File: src/design/credit_play_regs.svh
// register offsets, field positions, reset values and timing counts
//
// Contract
// - coin deposit sets the play latch
// - switch picks one or two credits per coin
// - each credit pulse adds exactly one
// - play latch resets at power-up
// - last-ball miss clears latch if no credits
// - starts only in attract; remember which start
// - two-player start needs two credits
// - attract stays until a start clears it, end-of-game sets it
// - per-player bonus latch, once per sequence
// - bonus adds one credit, fires tone
// - credit counter saturates at fifteen
// - decode one-credit and two-credit flags
// - lit start press decrements credit counter
// - brick hit loads points, counts down
// - point pulses go to player up
// - three-digit BCD scores, cleared at start
// - empty-wall flag once, restores player bricks
// - ball out sets serve wait until serve
// - serve wait held off in attract
// - one advance two-player, two one-player
// - serves counter low bit is player up
// - end-of-game after three or five serves
// - one threshold setting disables bonus
// - play persists while credits remain
`ifndef CREDIT_PLAY_REGS_SVH
`define CREDIT_PLAY_REGS_SVH

`define CPS_ADDR_W 8
`define CPS_OFF_CONFIG 8'h00
`define CPS_OFF_STATUS 8'h04
`define CPS_OFF_SCORE 8'h08

`define CPS_CFG_TWO_CR_BIT 0
`define CPS_CFG_FIVE_BIT 1
`define CPS_CFG_THR_LSB 2
`define CPS_CFG_RESET 6'h00
`define CPS_SCORE_P2_LSB 16

`define CPS_CREDIT_MAX 4'hF
`define CPS_BALLS_SHORT 3'h3
`define CPS_BALLS_LONG 3'h5
`define CPS_BONUS_OFF 4'h0

`define CPS_CLK_NS 25
`define CPS_COIN_MIN_NS 20000
`define CPS_COIN_MIN_CYC \
    ((`CPS_COIN_MIN_NS + `CPS_CLK_NS - 1) / `CPS_CLK_NS)
`define CPS_TICK_NS 2000
`define CPS_TICK_CYC (`CPS_TICK_NS / `CPS_CLK_NS)
`define CPS_TONE_MS 500
`define CPS_TONE_CYC (`CPS_TONE_MS * 1000000 / `CPS_CLK_NS)

`endif

File: src/design/credit_play_pkg.sv
// types shared by the credit and play sequencer
`default_nettype none
package credit_play_pkg;
    typedef struct packed {
        logic [3:0] bonusThresholdSwitch;
        logic servesPerGameSwitch;
        logic creditsPerCoinSwitch;
    } cfg_t;

    typedef struct packed {
        logic [3:0] serves;
        logic [1:0] wallFlags;
        logic [1:0] bonusLatched;
        logic creditOne;
        logic creditTwo;
        logic endOfGame;
        logic serveWait;
        logic attract;
        logic playLatch;
        logic [3:0] credits;
    } status_t;

    typedef enum logic [1:0] {
        SRV_IDLE,
        SRV_FIRST,
        SRV_SECOND
    } serve_state_t;
endpackage
`default_nettype wire

File: src/design/bcd_score_counter.sv
// three-digit BCD score counter with synchronous clear
`default_nettype none
module bcd_score_counter (
    // clock and reset
    input wire logic ref_clk,
    input wire logic srst,
    // control
    input wire logic clr,
    input wire logic inc,
    // score digits, hundreds in the top nibble
    output logic [11:0] digits
);
    logic [11:0] score_q;
    logic [11:0] score_d;
    logic carry;

    always_comb begin
        score_d = score_q;
        carry = inc;
        for (int i = 0; i < 3; i++) begin
            if (carry) begin
                if (score_q[4*i +: 4] == 4'h9) begin
                    score_d[4*i +: 4] = 4'h0;
                end else begin
                    score_d[4*i +: 4] = score_q[4*i +: 4] + 4'h1;
                    carry = 1'b0;
                end
            end
        end
    end

    // clear wins: a point landing on the start cycle belongs to no game
    always_ff @(posedge ref_clk) begin
        if (srst || clr) begin
            score_q <= 12'h000;
        end else begin
            score_q <= score_d;
        end
    end

    assign digits = score_q;
endmodule
`default_nettype wire

File: src/design/credit_play_sequencer.sv
// coin, credit, start, scoring and serve sequencing for the game
`include "credit_play_regs.svh"
`default_nettype none
module credit_play_sequencer #(
    parameter int unsigned ToneCycles = `CPS_TONE_CYC,
    parameter int unsigned CoinMinCycles = `CPS_COIN_MIN_CYC,
    parameter int unsigned TickCycles = `CPS_TICK_CYC,
    parameter int unsigned BrickValueWidth = 3
) (
    // clock and reset
    input wire logic ref_clk,
    input wire logic srst,
    // apb slave
    input wire logic [`CPS_ADDR_W-1:0] paddr,
    input wire logic psel,
    input wire logic penable,
    input wire logic pwrite,
    input wire logic [31:0] pwdata,
    output logic [31:0] prdata,
    output logic pready,
    output logic pslverr,
    // coin and buttons
    input wire logic slotASwitch,
    input wire logic slotBSwitch,
    input wire logic startOneBtn,
    input wire logic startTwoBtn,
    input wire logic serveBtnN,
    // playfield events
    input wire logic brickHit,
    input wire logic [BrickValueWidth-1:0] brickValue,
    input wire logic paddleHit,
    input wire logic backWallHit,
    input wire logic wallEmpty,
    input wire logic ballOut,
    // game state out
    output logic playLatch,
    output logic attract,
    output logic startLamp1,
    output logic startLamp2,
    output logic serveLamp,
    output logic bonusTone,
    output logic pointPulse,
    output logic p1WallRestore,
    output logic p2WallRestore,
    output logic playerTwoUp,
    output logic endOfGameLevel,
    output logic [2:0] ballNumber
);
    credit_play_pkg::cfg_t cfg_q;
    credit_play_pkg::status_t status;
    credit_play_pkg::serve_state_t serveState_q;
    logic [31:0] prdata_q;
    logic pready_q;
    logic pslverr_q;
    logic playLatch_q;
    logic attract_q;
    logic [3:0] credit_q;
    logic [3:0] credit_d;
    logic creditOne_q;
    logic creditTwo_q;
    logic [2:0] creditPend_q;
    logic creditAdd_q;
    logic [1:0] coinOk_q;
    logic [1:0] slotIn;
    logic [1:0] startPrev_q;
    logic twoPlayer_q;
    logic singleStartDebit;
    logic doubleStartDebit;
    logic seqStart;
    logic endGame;
    logic serveWait_q;
    logic serveWaitPrev_q;
    logic serveAdvancePulse_q;
    logic [3:0] servesCnt_q;
    logic endOfGame_q;
    logic [BrickValueWidth-1:0] pointsCnt_q;
    logic [15:0] tickCnt_q;
    logic scoringClock;
    logic pointPulse_q;
    logic [1:0] bonusLatch_q;
    logic [1:0] bonusPulse_q;
    logic [31:0] toneCnt_q;
    logic bonusTone_q;
    logic [1:0] wallFlag_q;
    logic [1:0] wallRestore_q;
    logic [23:0] scores;
    logic apbSetup;
    logic apbWrite;
    logic [2:0] ballLimit;

    // apb slave, zero wait states
    assign apbSetup = psel && !penable;
    assign apbWrite = psel && penable && pwrite && pready_q;

    always_comb begin
        status = '0;
        status.credits = credit_q;
        status.playLatch = playLatch_q;
        status.attract = attract_q;
        status.serveWait = serveWait_q;
        status.endOfGame = endOfGame_q;
        status.creditTwo = creditTwo_q;
        status.creditOne = creditOne_q;
        status.bonusLatched = bonusLatch_q;
        status.wallFlags = wallFlag_q;
        status.serves = servesCnt_q;
    end

    always_ff @(posedge ref_clk) begin
        if (srst) begin
            pready_q <= 1'b0;
            pslverr_q <= 1'b0;
            prdata_q <= 32'h0000_0000;
        end else begin
            pready_q <= apbSetup;
            pslverr_q <= 1'b0;
            prdata_q <= 32'h0000_0000;
            if (apbSetup) begin
                unique case (paddr)
                    `CPS_OFF_CONFIG: prdata_q <= {26'h0, cfg_q};
                    `CPS_OFF_STATUS: prdata_q <= {14'h0, status};
                    `CPS_OFF_SCORE: prdata_q <= {4'h0, scores[23:12],
                                                 4'h0, scores[11:0]};
                    default: pslverr_q <= 1'b1;
                endcase
            end
        end
    end

    always_ff @(posedge ref_clk) begin
        if (srst) begin
            cfg_q <= `CPS_CFG_RESET;
        end else if (apbWrite && paddr == `CPS_OFF_CONFIG) begin
            cfg_q <= pwdata[5:0];
        end
    end

    // coin recognition
    assign slotIn = {slotBSwitch, slotASwitch};

    // a contact bounce shorter than the minimum width never counts
    for (genvar gs = 0; gs < 2; gs++) begin : g_slot
        logic [15:0] widthCnt_q;
        always_ff @(posedge ref_clk) begin
            if (srst || !slotIn[gs]) begin
                widthCnt_q <= 16'h0000;
                coinOk_q[gs] <= 1'b0;
            end else begin
                if (widthCnt_q != 16'hFFFF) begin
                    widthCnt_q <= widthCnt_q + 16'h0001;
                end
                coinOk_q[gs] <= widthCnt_q == 16'(CoinMinCycles - 1);
            end
        end
    end

    // coins become a train of single credit pulses, one per cycle
    always_ff @(posedge ref_clk) begin
        if (srst) begin
            creditPend_q <= 3'h0;
            creditAdd_q <= 1'b0;
        end else begin
            creditAdd_q <= creditPend_q != 3'h0;
            creditPend_q <= creditPend_q
                - {2'h0, creditPend_q != 3'h0}
                + ({2'h0, coinOk_q[0]} + {2'h0, coinOk_q[1]})
                  * (cfg_q.creditsPerCoinSwitch ? 3'h2 : 3'h1);
        end
    end

    // start recognition
    always_ff @(posedge ref_clk) begin
        if (srst) begin
            startPrev_q <= 2'h0;
        end else begin
            startPrev_q <= {startTwoBtn, startOneBtn};
        end
    end

    // single start takes priority when both buttons land together
    assign singleStartDebit = startOneBtn && !startPrev_q[0] && attract_q
        && playLatch_q && credit_q != 4'h0;
    assign doubleStartDebit = startTwoBtn && !startPrev_q[1] && attract_q
        && playLatch_q && credit_q >= 4'h2 && !singleStartDebit;
    assign seqStart = singleStartDebit || doubleStartDebit;

    always_ff @(posedge ref_clk) begin
        if (srst) begin
            twoPlayer_q <= 1'b0;
        end else if (seqStart) begin
            twoPlayer_q <= doubleStartDebit;
        end
    end

    // credit accumulator
    always_comb begin
        logic [5:0] grown;
        grown = {2'h0, credit_q} + {5'h00, creditAdd_q}
            + {5'h00, bonusPulse_q[0]} + {5'h00, bonusPulse_q[1]};
        if (grown > {2'h0, `CPS_CREDIT_MAX}) begin
            grown = {2'h0, `CPS_CREDIT_MAX};
        end
        if (doubleStartDebit) begin
            grown = grown - 6'h02;
        end else if (singleStartDebit) begin
            grown = grown - 6'h01;
        end
        credit_d = grown[3:0];
    end

    always_ff @(posedge ref_clk) begin
        if (srst) begin
            credit_q <= 4'h0;
            creditOne_q <= 1'b0;
            creditTwo_q <= 1'b0;
        end else begin
            credit_q <= credit_d;
            creditOne_q <= credit_d != 4'h0;
            creditTwo_q <= credit_d >= 4'h2;
        end
    end

    // play latch and attract
    assign endGame = !attract_q && endOfGame_q
        && serveState_q == credit_play_pkg::SRV_IDLE;

    always_ff @(posedge ref_clk) begin
        if (srst) begin
            playLatch_q <= 1'b0;
        end else if (|coinOk_q) begin
            playLatch_q <= 1'b1;
        end else if (endGame && credit_q == 4'h0) begin
            playLatch_q <= 1'b0;
        end
    end

    always_ff @(posedge ref_clk) begin
        if (srst) begin
            attract_q <= 1'b1;
        end else if (seqStart) begin
            attract_q <= 1'b0;
        end else if (endGame && playLatch_q) begin
            attract_q <= 1'b1;
        end else if (!playLatch_q) begin
            attract_q <= 1'b1;
        end
    end

    // serve wait and serves counter
    always_ff @(posedge ref_clk) begin
        if (srst || attract_q) begin
            serveWait_q <= 1'b0;
            serveWaitPrev_q <= 1'b0;
        end else begin
            serveWaitPrev_q <= serveWait_q;
            if (ballOut) begin
                serveWait_q <= 1'b1;
            end else if (!serveBtnN) begin
                serveWait_q <= 1'b0;
            end
        end
    end

    always_ff @(posedge ref_clk) begin
        if (srst) begin
            serveState_q <= credit_play_pkg::SRV_IDLE;
            serveAdvancePulse_q <= 1'b0;
        end else begin
            serveAdvancePulse_q <= 1'b0;
            unique case (serveState_q)
                credit_play_pkg::SRV_IDLE: begin
                    if (serveWait_q && !serveWaitPrev_q) begin
                        serveState_q <= credit_play_pkg::SRV_FIRST;
                    end
                end
                credit_play_pkg::SRV_FIRST: begin
                    serveAdvancePulse_q <= 1'b1;
                    serveState_q <= twoPlayer_q ? credit_play_pkg::SRV_IDLE
                                                : credit_play_pkg::SRV_SECOND;
                end
                credit_play_pkg::SRV_SECOND: begin
                    serveAdvancePulse_q <= 1'b1;
                    serveState_q <= credit_play_pkg::SRV_IDLE;
                end
                default: serveState_q <= credit_play_pkg::SRV_IDLE;
            endcase
        end
    end

    assign ballLimit = cfg_q.servesPerGameSwitch ? `CPS_BALLS_LONG
                                                 : `CPS_BALLS_SHORT;

    always_ff @(posedge ref_clk) begin
        if (srst || seqStart) begin
            servesCnt_q <= 4'h0;
            endOfGame_q <= 1'b0;
        end else begin
            if (serveAdvancePulse_q && servesCnt_q != 4'hF) begin
                servesCnt_q <= servesCnt_q + 4'h1;
            end
            endOfGame_q <= servesCnt_q[3:1] >= ballLimit;
        end
    end

    // points counter
    // the tick runs free, so a reload never restarts it and the first point can come early
    always_ff @(posedge ref_clk) begin
        if (srst || tickCnt_q == 16'h0000) begin
            tickCnt_q <= 16'(TickCycles - 1);
        end else begin
            tickCnt_q <= tickCnt_q - 16'h0001;
        end
    end
    assign scoringClock = tickCnt_q == 16'h0000;

    always_ff @(posedge ref_clk) begin
        if (srst) begin
            pointsCnt_q <= '0;
            pointPulse_q <= 1'b0;
        end else begin
            pointPulse_q <= 1'b0;
            if (brickHit) begin
                pointsCnt_q <= brickValue;
            end else if (scoringClock && pointsCnt_q != '0) begin
                pointsCnt_q <= pointsCnt_q - 1'b1;
                pointPulse_q <= 1'b1;
            end
        end
    end

    // per-player score, bonus and wall
    for (genvar gp = 0; gp < 2; gp++) begin : g_player
        logic upNow;
        logic reach;
        assign upNow = servesCnt_q[0] == 1'(gp);

        bcd_score_counter u_score (
            .ref_clk(ref_clk),
            .srst(srst),
            .clr(seqStart),
            .inc(pointPulse_q && upNow),
            .digits(scores[12*gp +: 12])
        );

        // only the hundreds digit is compared, finer thresholds need more
        assign reach = cfg_q.bonusThresholdSwitch != `CPS_BONUS_OFF
            && scores[12*gp+8 +: 4] >= cfg_q.bonusThresholdSwitch;

        always_ff @(posedge ref_clk) begin
            if (srst || seqStart) begin
                bonusLatch_q[gp] <= 1'b0;
                bonusPulse_q[gp] <= 1'b0;
                wallFlag_q[gp] <= 1'b0;
                wallRestore_q[gp] <= 1'b0;
            end else begin
                bonusPulse_q[gp] <= reach && !bonusLatch_q[gp]
                    && !attract_q;
                if (reach && !attract_q) begin
                    bonusLatch_q[gp] <= 1'b1;
                end
                wallRestore_q[gp] <= 1'b0;
                if (upNow && wallEmpty && (paddleHit || backWallHit)
                        && !wallFlag_q[gp] && !attract_q) begin
                    wallFlag_q[gp] <= 1'b1;
                    wallRestore_q[gp] <= 1'b1;
                end
            end
        end
    end

    // bonus tone timer
    always_ff @(posedge ref_clk) begin
        if (srst) begin
            toneCnt_q <= 32'h0000_0000;
            bonusTone_q <= 1'b0;
        end else begin
            if (|bonusPulse_q) begin
                toneCnt_q <= ToneCycles;
            end else if (toneCnt_q != 32'h0000_0000) begin
                toneCnt_q <= toneCnt_q - 32'h0000_0001;
            end
            bonusTone_q <= (|bonusPulse_q) || toneCnt_q > 32'h0000_0001;
        end
    end

    // outputs
    assign prdata = prdata_q;
    assign pready = pready_q;
    assign pslverr = pslverr_q;
    assign playLatch = playLatch_q;
    assign attract = attract_q;
    assign startLamp1 = creditOne_q;
    assign startLamp2 = creditTwo_q;
    assign serveLamp = serveWait_q;
    assign bonusTone = bonusTone_q;
    assign pointPulse = pointPulse_q;
    assign p1WallRestore = wallRestore_q[0];
    assign p2WallRestore = wallRestore_q[1];
    assign playerTwoUp = servesCnt_q[0];
    assign endOfGameLevel = endOfGame_q;
    assign ballNumber = servesCnt_q[3:1];
endmodule
`default_nettype wire

File: config.mk
export PLATFORM = sky130hd
export DESIGN_NAME = credit_play_sequencer
export DESIGN_NICKNAME = d
export VERILOG_FILES = /design/src/design/credit_play_pkg.sv /design/src/design/bcd_score_counter.sv /design/src/design/credit_play_sequencer.sv
export VERILOG_INCLUDE_DIRS = /design/src /design/src/design
export SDC_FILE = /design/constraint.sdc
export NUM_CORES = 1
export LEC_CHECK = 0
export BUFFER_PORTS_ARGS = -buffer_cell sky130_fd_sc_hd__buf_2
export CAP_MARGIN = 20
export CORE_MARGIN = 2
export CORE_UTILIZATION = 58
export DETAILED_ROUTE_END_ITERATION = 10
export PLACE_DENSITY = 0.89
export SYNTH_ARGS = -nofsm -noshare
export SYNTH_HDL_FRONTEND = slang
export SYNTH_HIERARCHICAL = 1
export SYNTH_SLANG_ARGS = --single-unit
File: constraint.sdc
create_clock -name ref_clk -period 3.4 [get_ports ref_clk]
set_input_delay 0.17 -clock ref_clk [delete_from_list [all_inputs] [get_ports ref_clk]]
set_output_delay 0.17 -clock ref_clk [all_outputs]
set_load 0.03 [all_outputs]
==> flow_metrics.py, run 1 <==
metrics = {
    "run_status": {
        "status": "finished clean",
    },
    "cts": {
        "clock_sinks": 180,
        "h-tree-depth": 4,
        "clock_tree.buffer_depth": 2,
        "cts_tree": "yes",
        "cts_buffers": 17,
        "clk_latency_ps": 440,
        "cts-root-buf": "clkbuf_16",
        "clk_pin_slew_worst_paths_ps": 60,
        "postCtsSetupRepairBufs": 0,
    },
    "sta": {
        "finClkSkew_ps": 6.415,
        "tns_ps": 0,
        "fmax_mhz": 308.5,
        "tightest_slew_ps": 1038,
        "finalWorstSetupSlack_ps": 158.1,
        "finalCritPeriodShare_pct": 95.35,
        "relSlewSlack_pct": 30.47,
        "setup_viol": 0,
        "hold_viol_final": 0,
        "maxSlewViolCount": 0,
        "min_period_ps": 3242,
        "timing.hold.ws_ps": 12.94,
        "grt_setup_unrepaired": "no",
    },
    "finish": {
        "syn2layout_area_growth_pct": 14.58,
        "n_antenna_cell": 0,
        "multiInputGateArea_um2": 4203,
        "layout_common_cells": "dfxtp_1 (180), nor2_1 (150), buf_2 (75)",
        "final_common_cell": "dfxtp_1",
        "fin_nets": 1082,
        "fillCellCount": 1041,
        "drive_gt1_share_pct": 13.35,
        "final_util_pct": 67.46,
        "final-seq-area_um2": 3603,
    },
    "routing": {
        "top_layer_used": "met4",
        "drt-wirelength-per-cell_um": 14.70,
        "drc": 0,
        "wl_met2_um": 8449,
        "routed_wirelength_um": 17410,
        "first_iter_violations": 545,
        "first_pass_iters": 5,
        "wl_met1_um": 7754,
        "vias": 6732,
        "vias_per_cell": 5.686,
        "met3_wirelength_um": 858,
        "ant_nets": 0,
    },
    "critical_path": {
        "worst_setup_path_start_kind": "register",
        "reg2reg_from": "credit_q[0]",
        "reg2regPathDepth": 12,
        "cp.arrival_ps": 3550,
        "crit_chain": "fa_1, ha_1, inv_1, fa_1, nand3b_1, nand2_1, inv_1, ha_1, and3_1, a211o_1, nor4_2, a21oi_1",
        "rrSetupSlack_ps": 160,
        "cp_max_fo": 4,
        "worstSetupPathType": "register to register",
        "cpMaxStageDelayCell": "fa_1",
        "crit_path_end_kind": "register",
        "cp-startpoint": "credit_q[0]",
        "slowest_delay_ps": 560,
        "crit_required_ps": 3710,
        "r2r-end": "startLamp1",
    },
    "worst_hold_path": {
        "worstHoldPathCells": 3,
        "hold_path_startpoint": "pwdata[1]",
        "hp-class": "primary input to register",
        "whs_endpoint": "cfg_q[1]",
    },
    "power_and_ir_drop": {
        "p_leak_nw": 3.749,
        "ir_drop_v": 0.0004183,
        "total_power_mw": 6.132,
        "powerDensity_nw_per_um2": 662.5,
    },
    "placed_design": {
        "gp_congestion": 0.9145,
        "dpl.hpwl_um": 11810,
        "port_buffers": 75,
        "dp_slack_ps": 220.5,
    },
    "synthesis": {
        "ys_seq_area_share_pct": 44.61,
        "synth_async_sr_flop_share_pct": 0,
        "ys.flop_type": "dfxtp_1",
        "synth_edf_count": 0,
        "synth_cells": 918,
        "syn_area_um2": 8078,
        "synth-seq-cells": 180,
        "synth_cell_types": 59,
        "syn_avg_cell_area_um2": 8.799,
        "ys_warn_count": 6,
    },
    "floorplanning": {
        "fp.dieArea_um2": 14890,
        "start_util_pct": 58.88,
        "ios": 106,
        "core-area_um2": 13720,
        "row_count": 43,
        "fp.dieH_um": 122.0,
        "die_w_um": 122.0,
    },
    "grt": {
        "grt_pass1_wl_um": 28780,
        "antenna_found_initial": 0,
        "overflow": 0,
        "groute.usage.overall_pct": 23.98,
        "grt_max_degree": 28,
        "grt_pass1_vias": 6247,
    },
    "run": {
        "cap_viol_max_count": 0,
    },
}
## critical path, delay by kind of cell (launching register included)
| family | cells | cell delay (ps) |
|---|---|---|
| buffers and inverters | 2 | 130 |
| and+or+nand+nor | 4 | 840 |
| AOI/OAI and AO/OA | 2 | 450 |
| DFF | 1 | 350 |
| adders and majority gates | 4 | 1340 |
## flip-flops by register name, summed over array words and instances, names as in the netlist, 2 cells and up
name and count:
credit_q 4, startPrev_q 2, servesCnt_q 4, prdata 28, g_slot.widthCnt_q 32, tickCnt_q 16
status 2, cfg_q 6, bonusPulse_q 2, g_player.u_score/digits 24, toneCnt_q 32, bonusLatch_q 2
coinOk_q 2, creditPend_q 3, pointsCnt_q 3, serveState_q 2
## Yosys cell counts, types with 7 or more instances
| cell type | instances | area [µm²] |
|---|---|---|
| a21oi_1 | 58 | 290.3 |
| a22oi_1 | 8 | 60.06 |
| a31oi_1 | 8 | 50.05 |
| and3_1 | 22 | 137.6 |
| buf_4 | 7 | 52.55 |
| clkbuf_1 | 27 | 101.4 |
| dfxtp_1 | 180 | 3603 |
| ha_1 | 29 | 362.9 |
| inv_1 | 36 | 135.1 |
| mux2i_1 | 20 | 200.2 |
| nand2_1 | 53 | 198.9 |
| nand2b_1 | 9 | 56.30 |
| nand3_1 | 27 | 135.1 |
| nand4_1 | 9 | 56.30 |
| nor2_1 | 150 | 563.0 |
| nor2b_1 | 16 | 100.1 |
| nor3_1 | 27 | 135.1 |
| nor3b_1 | 13 | 97.59 |
| nor4_1 | 19 | 118.9 |
| o21ai_0 | 19 | 95.09 |
| or2_2 | 9 | 56.30 |
| or3_1 | 21 | 131.4 |
| or4_1 | 7 | 52.55 |
| xnor2_1 | 46 | 402.9 |
| xor2_1 | 26 | 227.7 |
## where the power goes
| part | internal [mW] | switching [mW] | leakage [nW] |
|---|---|---|---|
| sequential | 2.32 | 0.196 | 1.46 |
| combinational | 0.653 | 0.974 | 2.00 |
| clock | 1.17 | 0.822 | 0.289 |
| total | 4.14 | 1.99 | 3.75 |
## per-layer routing
layer | vias up | track usage [%]
li1 | 3329 | -
met5 | - | 0
met4 | 0 | 10.34
met1 | 3195 | 30.52
met2 | 177 | 39.70
met3 | 31 | 4.635
## logic make-up (layout without fill, tap and decap cells)
kind of cell | count (synthesis) | in the layout | synth area share [%]
flip-flops | 180 | 180 | 44.61
other | 1 | 4 | 0.04642
buffers and inverters | 71 | 154 | 3.640
AND/OR/NAND/NOR | 416 | 416 | 26.81
AO/OA/AOI/OAI | 126 | 126 | 9.371
adder cells (fa/ha/maj) | 32 | 32 | 5.235
multiplexers | 20 | 20 | 2.478
XOR/XNOR | 72 | 72 | 7.807
## worst max-delay path by stage
stage	endpoint	slack, ps
floorplan	startLamp1	420
global placement	startLamp1	290
detailed placement	startLamp1	220
CTS	startLamp1	60
global route	startLamp1	20
finish	startLamp1	160
## timing repair
| item | 4_1_cts | 5_1_grt |
|---|---|---|
| hold endpoints to repair | 10 | 0 |
| setup endpoints to repair | 0 | 1 |
| resized for setup | 0 | 1 |
| hold buffers | 10 | 0 |
## area by class of cell
cell class,instances,share of cell area (%)
clock buffer,19,4.786
clock inverter,12,1.676
sequential,180,38.93
tap,180,2.433
timing repair buffer,87,5.299
inverter,36,1.460
multi-input combinational,670,45.41
## metrics by stage
step                      instance area (µm²)  instances
final                                    9255       1184
after floorplan                          8089        921
after detailed placement                 8551       1143
after global placement                   8551       1143
after CTS                                9249       1184
after global routing                     9255       1184
Power figures use the tool's default switching activity.
==> run 2: changes to the inputs <==
--- a/config.mk
+++ b/config.mk
@@ -8,10 +8,12 @@
 export LEC_CHECK = 0
 export BUFFER_PORTS_ARGS = -buffer_cell sky130_fd_sc_hd__buf_2
 export CAP_MARGIN = 20
+export CELL_PAD_IN_SITES_DETAIL_PLACEMENT = 0
+export CELL_PAD_IN_SITES_GLOBAL_PLACEMENT = 1
 export CORE_MARGIN = 2
-export CORE_UTILIZATION = 58
+export CORE_UTILIZATION = 44
 export DETAILED_ROUTE_END_ITERATION = 10
-export PLACE_DENSITY = 0.89
+export PLACE_DENSITY_LB_ADDON = 0.1
 export SYNTH_ARGS = -nofsm -noshare
 export SYNTH_HDL_FRONTEND = slang
 export SYNTH_HIERARCHICAL = 1
==> flow_metrics.py, run 2 (synthesis gave the netlist of run 1 again) <==
metrics = {
    "critical_path": {
        "worst_setup_path_start_kind": "register",
        "worstSetupPathType": "register to register",
        "worst-path-buf-inv": 1,
        "crit_chain": "fa_1, ha_1, inv_1, fa_1, or3b_2, nand2_1, and3b_1, a211o_1, nor4_2, a21oi_1",
        "crit_required_ps": 3710,
        "cp.arrival_ps": 3420,
        "crit_path_end_kind": "register",
        "cp_max_fo": 4,
        "slowest_delay_ps": 540,
        "critPathTopFamily": "adder cells",
        "cpMostUsedCell": "fa_1",
        "cpMaxStageDelayCell": "fa_1",
    },
    "grt": {
        "groute.usage.overall_pct": 18.26,
        "gr-usage-met1_pct": 26.24,
        "grt_use_met3_pct": 3.957,
        "overflow": 0,
        "grt-busiest-layer": "met2",
        "grt_pass1_vias": 5944,
        "use_met2_pct": 27.06,
        "antenna_found_initial": 0,
        "grt_pass1_wl_um": 29040,
        "grt_max_degree": 28,
    },
    "finish": {
        "drive_gt1_share_pct": 13.80,
        "final_common_cell": "dfxtp_1",
        "fin_nets": 1084,
        "syn2layout_area_growth_pct": 15.52,
        "multiInputGateArea_um2": 4203,
        "fillCellCount": 1742,
        "final-seq-area_um2": 3603,
        "n_antenna_cell": 0,
        "layout_common_cells": "dfxtp_1 (180), nor2_1 (150), buf_2 (75)",
    },
    "cts": {
        "clock_tree.buffer_depth": 2,
        "clk_pin_slew_worst_paths_ps": 70,
        "cts_buffers": 17,
        "h-tree-depth": 4,
        "clock_sinks": 180,
        "cts-root-buf": "clkbuf_16",
        "clk_latency_ps": 430,
        "cts_tree": "yes",
    },
    "sta": {
        "min_period_ps": 3112,
        "relSlewSlack_pct": 28.66,
        "finClkSkew_ps": 12.07,
        "hold_viol_final": 0,
        "finalWorstSetupSlack_ps": 288.5,
        "fmax_mhz": 321.4,
        "tightest_slew_ps": 1061,
        "setup_viol": 0,
        "grt_setup_unrepaired": "no",
        "tns_ps": 0,
        "finalCritPeriodShare_pct": 91.52,
        "maxSlewViolCount": 0,
    },
    "floorplanning": {
        "ios": 106,
        "core-area_um2": 17960,
        "die_w_um": 139.5,
        "fp.dieArea_um2": 19460,
        "start_util_pct": 44.97,
        "fp.dieH_um": 139.5,
        "row_count": 49,
    },
    "power_and_ir_drop": {
        "powerDensity_nw_per_um2": 652.0,
        "ir_drop_v": 0.0004124,
        "p_leak_nw": 3.754,
    },
    "routing": {
        "routed_wirelength_um": 17170,
        "drc": 0,
        "drt-wirelength-per-cell_um": 13.89,
        "vias_per_cell": 5.166,
        "ant_nets": 0,
        "first_pass_iters": 6,
        "first_iter_violations": 283,
        "vias": 6385,
    },
    "placed_design": {
        "port_buffers": 75,
        "dpl.hpwl_um": 12100,
        "dp_slack_ps": 198.6,
        "gp_congestion": 0.7946,
    },
    "run_status": {
        "status": "finished clean",
    },
    "run": {
        "cap_viol_max_count": 0,
    },
    "worst_hold_path": {
        "hp-class": "primary input to register",
    },
}
-- run 2: layout make-up --
class	count	share of cell area, %
timing repair buffer	89	5.390
sequential	180	38.62
inverter	36	1.448
clock buffer	19	4.854
multi-input combinational	670	45.04
tap	229	3.071
clock inverter	13	1.582
-- run 2: layer usage --
| metal | wire length (µm) | share of wire, % |
|---|---|---|
| met5 | 0 | 0 |
| met1 | 8864 | 52 |
| met4 | 271 | 1.6 |
| met3 | 793 | 4.6 |
| met2 | 7244 | 42 |
-- run 2: worst min-delay path, cell delays in order --
cell and delay (ps):
buf_2 90, mux2i_1 60, nor2_1 80
-- run 2: power breakdown --
part	switching, mW	internal, mW
clock	0.854	1.13
sequential	0.179	2.31
combinational	0.947	0.658
total	1.98	4.11
-- run 2: worst paths after layout --
path,startpoint,to,slack (ps),cells after the start
worst max-delay path,credit_q[0],startLamp1,290,10
worst min register to register,tickCnt_q[0],tickCnt_q[0],410,1
worst min-delay path,pwdata[4],cfg_q[4],10,3
worst max register to register,credit_q[0],startLamp1,290,10
-- run 2: per-stage QoR --
| step | area [µm²] | cells | hold WS, ps | total power [mW] | utilization [%] |
|---|---|---|---|---|---|
| finish | 9331 | 1236 | 13.15 | 6.085 | 51.95 |
| global route | 9331 | 1236 | 13.24 | 6.529 | 51.95 |
| CTS | 9325 | 1236 | 1.526 | 6.162 | 51.91 |
| detailed placement | 8635 | 1195 | 389.3 | 4.138 | 48.07 |
| global placement | 8635 | 1195 | 383.7 | 4.137 | 48.07 |
| floorplan | 8089 | 921 | 246.1 | 3.776 | - |
-- run 2: repair_timing --
action | CTS | global route
buffers inserted | 0 | 0
hold endpoints to repair | 9 | 0
resized for setup | 0 | 1
setup endpoints to repair | 0 | 1
hold buffers | 9 | 0
==> run 3: changes to the inputs <==
--- a/config.mk
+++ b/config.mk
@@ -6,6 +6,7 @@
 export SDC_FILE = /design/constraint.sdc
 export NUM_CORES = 1
 export LEC_CHECK = 0
+export ABC_AREA = 0
 export BUFFER_PORTS_ARGS = -buffer_cell sky130_fd_sc_hd__buf_2
 export CAP_MARGIN = 20
 export CELL_PAD_IN_SITES_DETAIL_PLACEMENT = 0
@@ -14,6 +15,7 @@
 export CORE_UTILIZATION = 44
 export DETAILED_ROUTE_END_ITERATION = 10
 export PLACE_DENSITY_LB_ADDON = 0.1
+export REMOVE_ABC_BUFFERS = 1
 export SYNTH_ARGS = -nofsm -noshare
 export SYNTH_HDL_FRONTEND = slang
 export SYNTH_HIERARCHICAL = 1
==> constraint.sdc (replaced) <==
create_clock -name ref_clk -period 3.4 [get_ports ref_clk]
set_input_delay 0.51 -clock ref_clk [delete_from_list [all_inputs] [get_ports ref_clk]]
set_output_delay 0.51 -clock ref_clk [all_outputs]
set_load 0.03 [all_outputs]
==> flow_metrics.py, run 3 (synthesis gave the netlist of run 1 again) <==
metrics = {
    "sta": {
        "hold_viol_final": 0,
        "finalCritPeriodShare_pct": 93.76,
        "grt_setup_unrepaired": "no",
        "finalWorstSetupSlack_ps": 212.3,
        "tns_ps": 0,
        "min_period_ps": 3188,
        "setup_viol": 0,
        "fmax_mhz": 313.7,
        "finClkSkew_ps": 9.065,
        "relSlewSlack_pct": 53.13,
        "tightest_slew_ps": 694.0,
        "maxSlewViolCount": 0,
    },
    "placed_design": {
        "port_buffers": 75,
        "gp_congestion": 0.7789,
        "dp_slack_ps": 140.2,
        "dpl.hpwl_um": 11970,
    },
    "critical_path": {
        "rrSetupSlack_ps": 210,
        "reg2regPathDepth": 10,
        "r2r-end": "startLamp1",
        "crit_required_ps": 3680,
        "cp_max_fo": 4,
        "reg2reg_from": "credit_q[0]",
        "crit_path_end_kind": "register",
        "cp-startpoint": "credit_q[0]",
        "worstSetupPathType": "register to register",
        "cp.arrival_ps": 3470,
        "worst_setup_path_start_kind": "register",
    },
    "routing": {
        "ant_nets": 0,
        "first_iter_violations": 331,
        "vias_per_cell": 5.134,
        "drt-wirelength-per-cell_um": 13.93,
        "drc": 0,
        "vias": 6330,
        "first_pass_iters": 5,
        "routed_wirelength_um": 17180,
    },
    "cts": {
        "clk_latency_ps": 430,
        "cts-root-buf": "clkbuf_16",
        "cts_tree": "yes",
        "cts_buffers": 17,
        "clk_pin_slew_worst_paths_ps": 70,
        "postCtsSetupRepairBufs": 0,
        "clock_sinks": 180,
        "h-tree-depth": 4,
        "cts_hold_buf": 0,
        "clock_tree.buffer_depth": 2,
    },
    "finish": {
        "fillCellCount": 1713,
        "syn2layout_area_growth_pct": 15.61,
        "final_common_cell": "dfxtp_1",
        "final-seq-area_um2": 3603,
        "drive_gt1_share_pct": 14.44,
        "fin_nets": 1081,
        "multiInputGateArea_um2": 4203,
        "layout_common_cells": "dfxtp_1 (180), nor2_1 (150), buf_2 (75)",
        "final_util_pct": 51.99,
        "n_antenna_cell": 0,
    },
    "grt": {
        "grt_max_degree": 30,
        "grt_pass1_wl_um": 28940,
        "grt_pass1_vias": 5952,
        "overflow": 0,
        "groute.usage.overall_pct": 18.23,
        "antenna_found_initial": 0,
    },
    "power_and_ir_drop": {
        "powerDensity_nw_per_um2": 673.5,
        "p_leak_nw": 3.777,
        "ir_drop_v": 0.0004692,
    },
    "worst_hold_path": {
        "hold_path_startpoint": "startTwoBtn",
        "hp-class": "primary input to register",
        "worstHoldPathCells": 2,
        "whs_endpoint": "startPrev_q[1]",
    },
    "floorplanning": {
        "core-area_um2": 17960,
        "die_w_um": 139.5,
        "row_count": 49,
        "fp.dieArea_um2": 19460,
        "ios": 106,
        "fp.dieH_um": 139.5,
        "start_util_pct": 44.97,
    },
    "run_status": {
        "status": "finished clean",
    },
    "run": {
        "cap_viol_max_count": 0,
    },
}
[run 3: cell count changes in the layout (fill, tap and decap cells not counted), sizes merged]
cell | before | now
clkinv | 3 | 4
dlygate4sd3 | 9 | 0
clkinvlp | 4 | 2
buf | 80 | 86
clkbuf | 19 | 17
bufinv | 2 | 5
[run 3: timing repair]
action,CTS,global route
endpoints found under the hold margin,0,0
resized for setup,0,1
endpoints found under the setup margin,0,2
[run 3: layout make-up]
class / instances / share of cell area (%)
Inverter: 36 / 1.447
Multi-Input combinational cell: 670 / 45.00
Sequential cell: 180 / 38.59
Timing Repair Buffer: 86 / 4.904
Clock inverter: 15 / 2.438
Clock buffer: 17 / 4.555
Tap cell: 229 / 3.068
[run 3: worst max path at each step]
stage / cells past startpoint / slack [ps] / end
finish: 10 / 210 / startLamp1
global route: 12 / 80 / startLamp1
CTS: 10 / 120 / startLamp1
detailed placement: 10 / 140 / startLamp1
global placement: 10 / 160 / startLamp1
floorplan: 10 / 420 / startLamp1
[run 3: worst max-delay path, cell delays in order (launching register included)]
cell,delay [ps]
dfxtp_1,350
fa_1,550
ha_1,160
inv_1,50
fa_1,410
or3b_2,470
nand2_1,110
and3b_1,180
a211o_1,290
nor4_2,360
a21oi_1,110
[run 3: power by group]
group | total (mW) | internal [mW] | switching, mW
combinational | 1.63 | 0.672 | 0.954
clock | 2.17 | 1.31 | 0.854
sequential | 2.50 | 2.31 | 0.181
total | 6.29 | 4.30 | 1.99
[run 3: through the flow]
| stage | hold slack, ps | std cells | power [mW] | area (µm²) |
|---|---|---|---|---|
| floorplan | 371.7 | 886 | 3.754 | 7930 |
| global placement | 384.2 | 1201 | 4.164 | 8680 |
| detailed placement | 388.5 | 1201 | 4.167 | 8680 |
| CTS | 287.9 | 1233 | 6.365 | 9333 |
| global route | 305.3 | 1233 | 6.714 | 9339 |
| finish | 306.5 | 1233 | 6.289 | 9339 |
[run 3: metal layers]
layer / GRT usage (%) / vias up / share of wire, % / routed length [µm]
met5: 0 / - / 0 / 0
met3: 3.923 / 13 / 3.4 / 586
met1: 25.58 / 2888 / 51 / 8789
met2: 27.99 / 104 / 44 / 7564
li1: - / 3325 / - / -
met4: 5.954 / 0 / 1.4 / 238
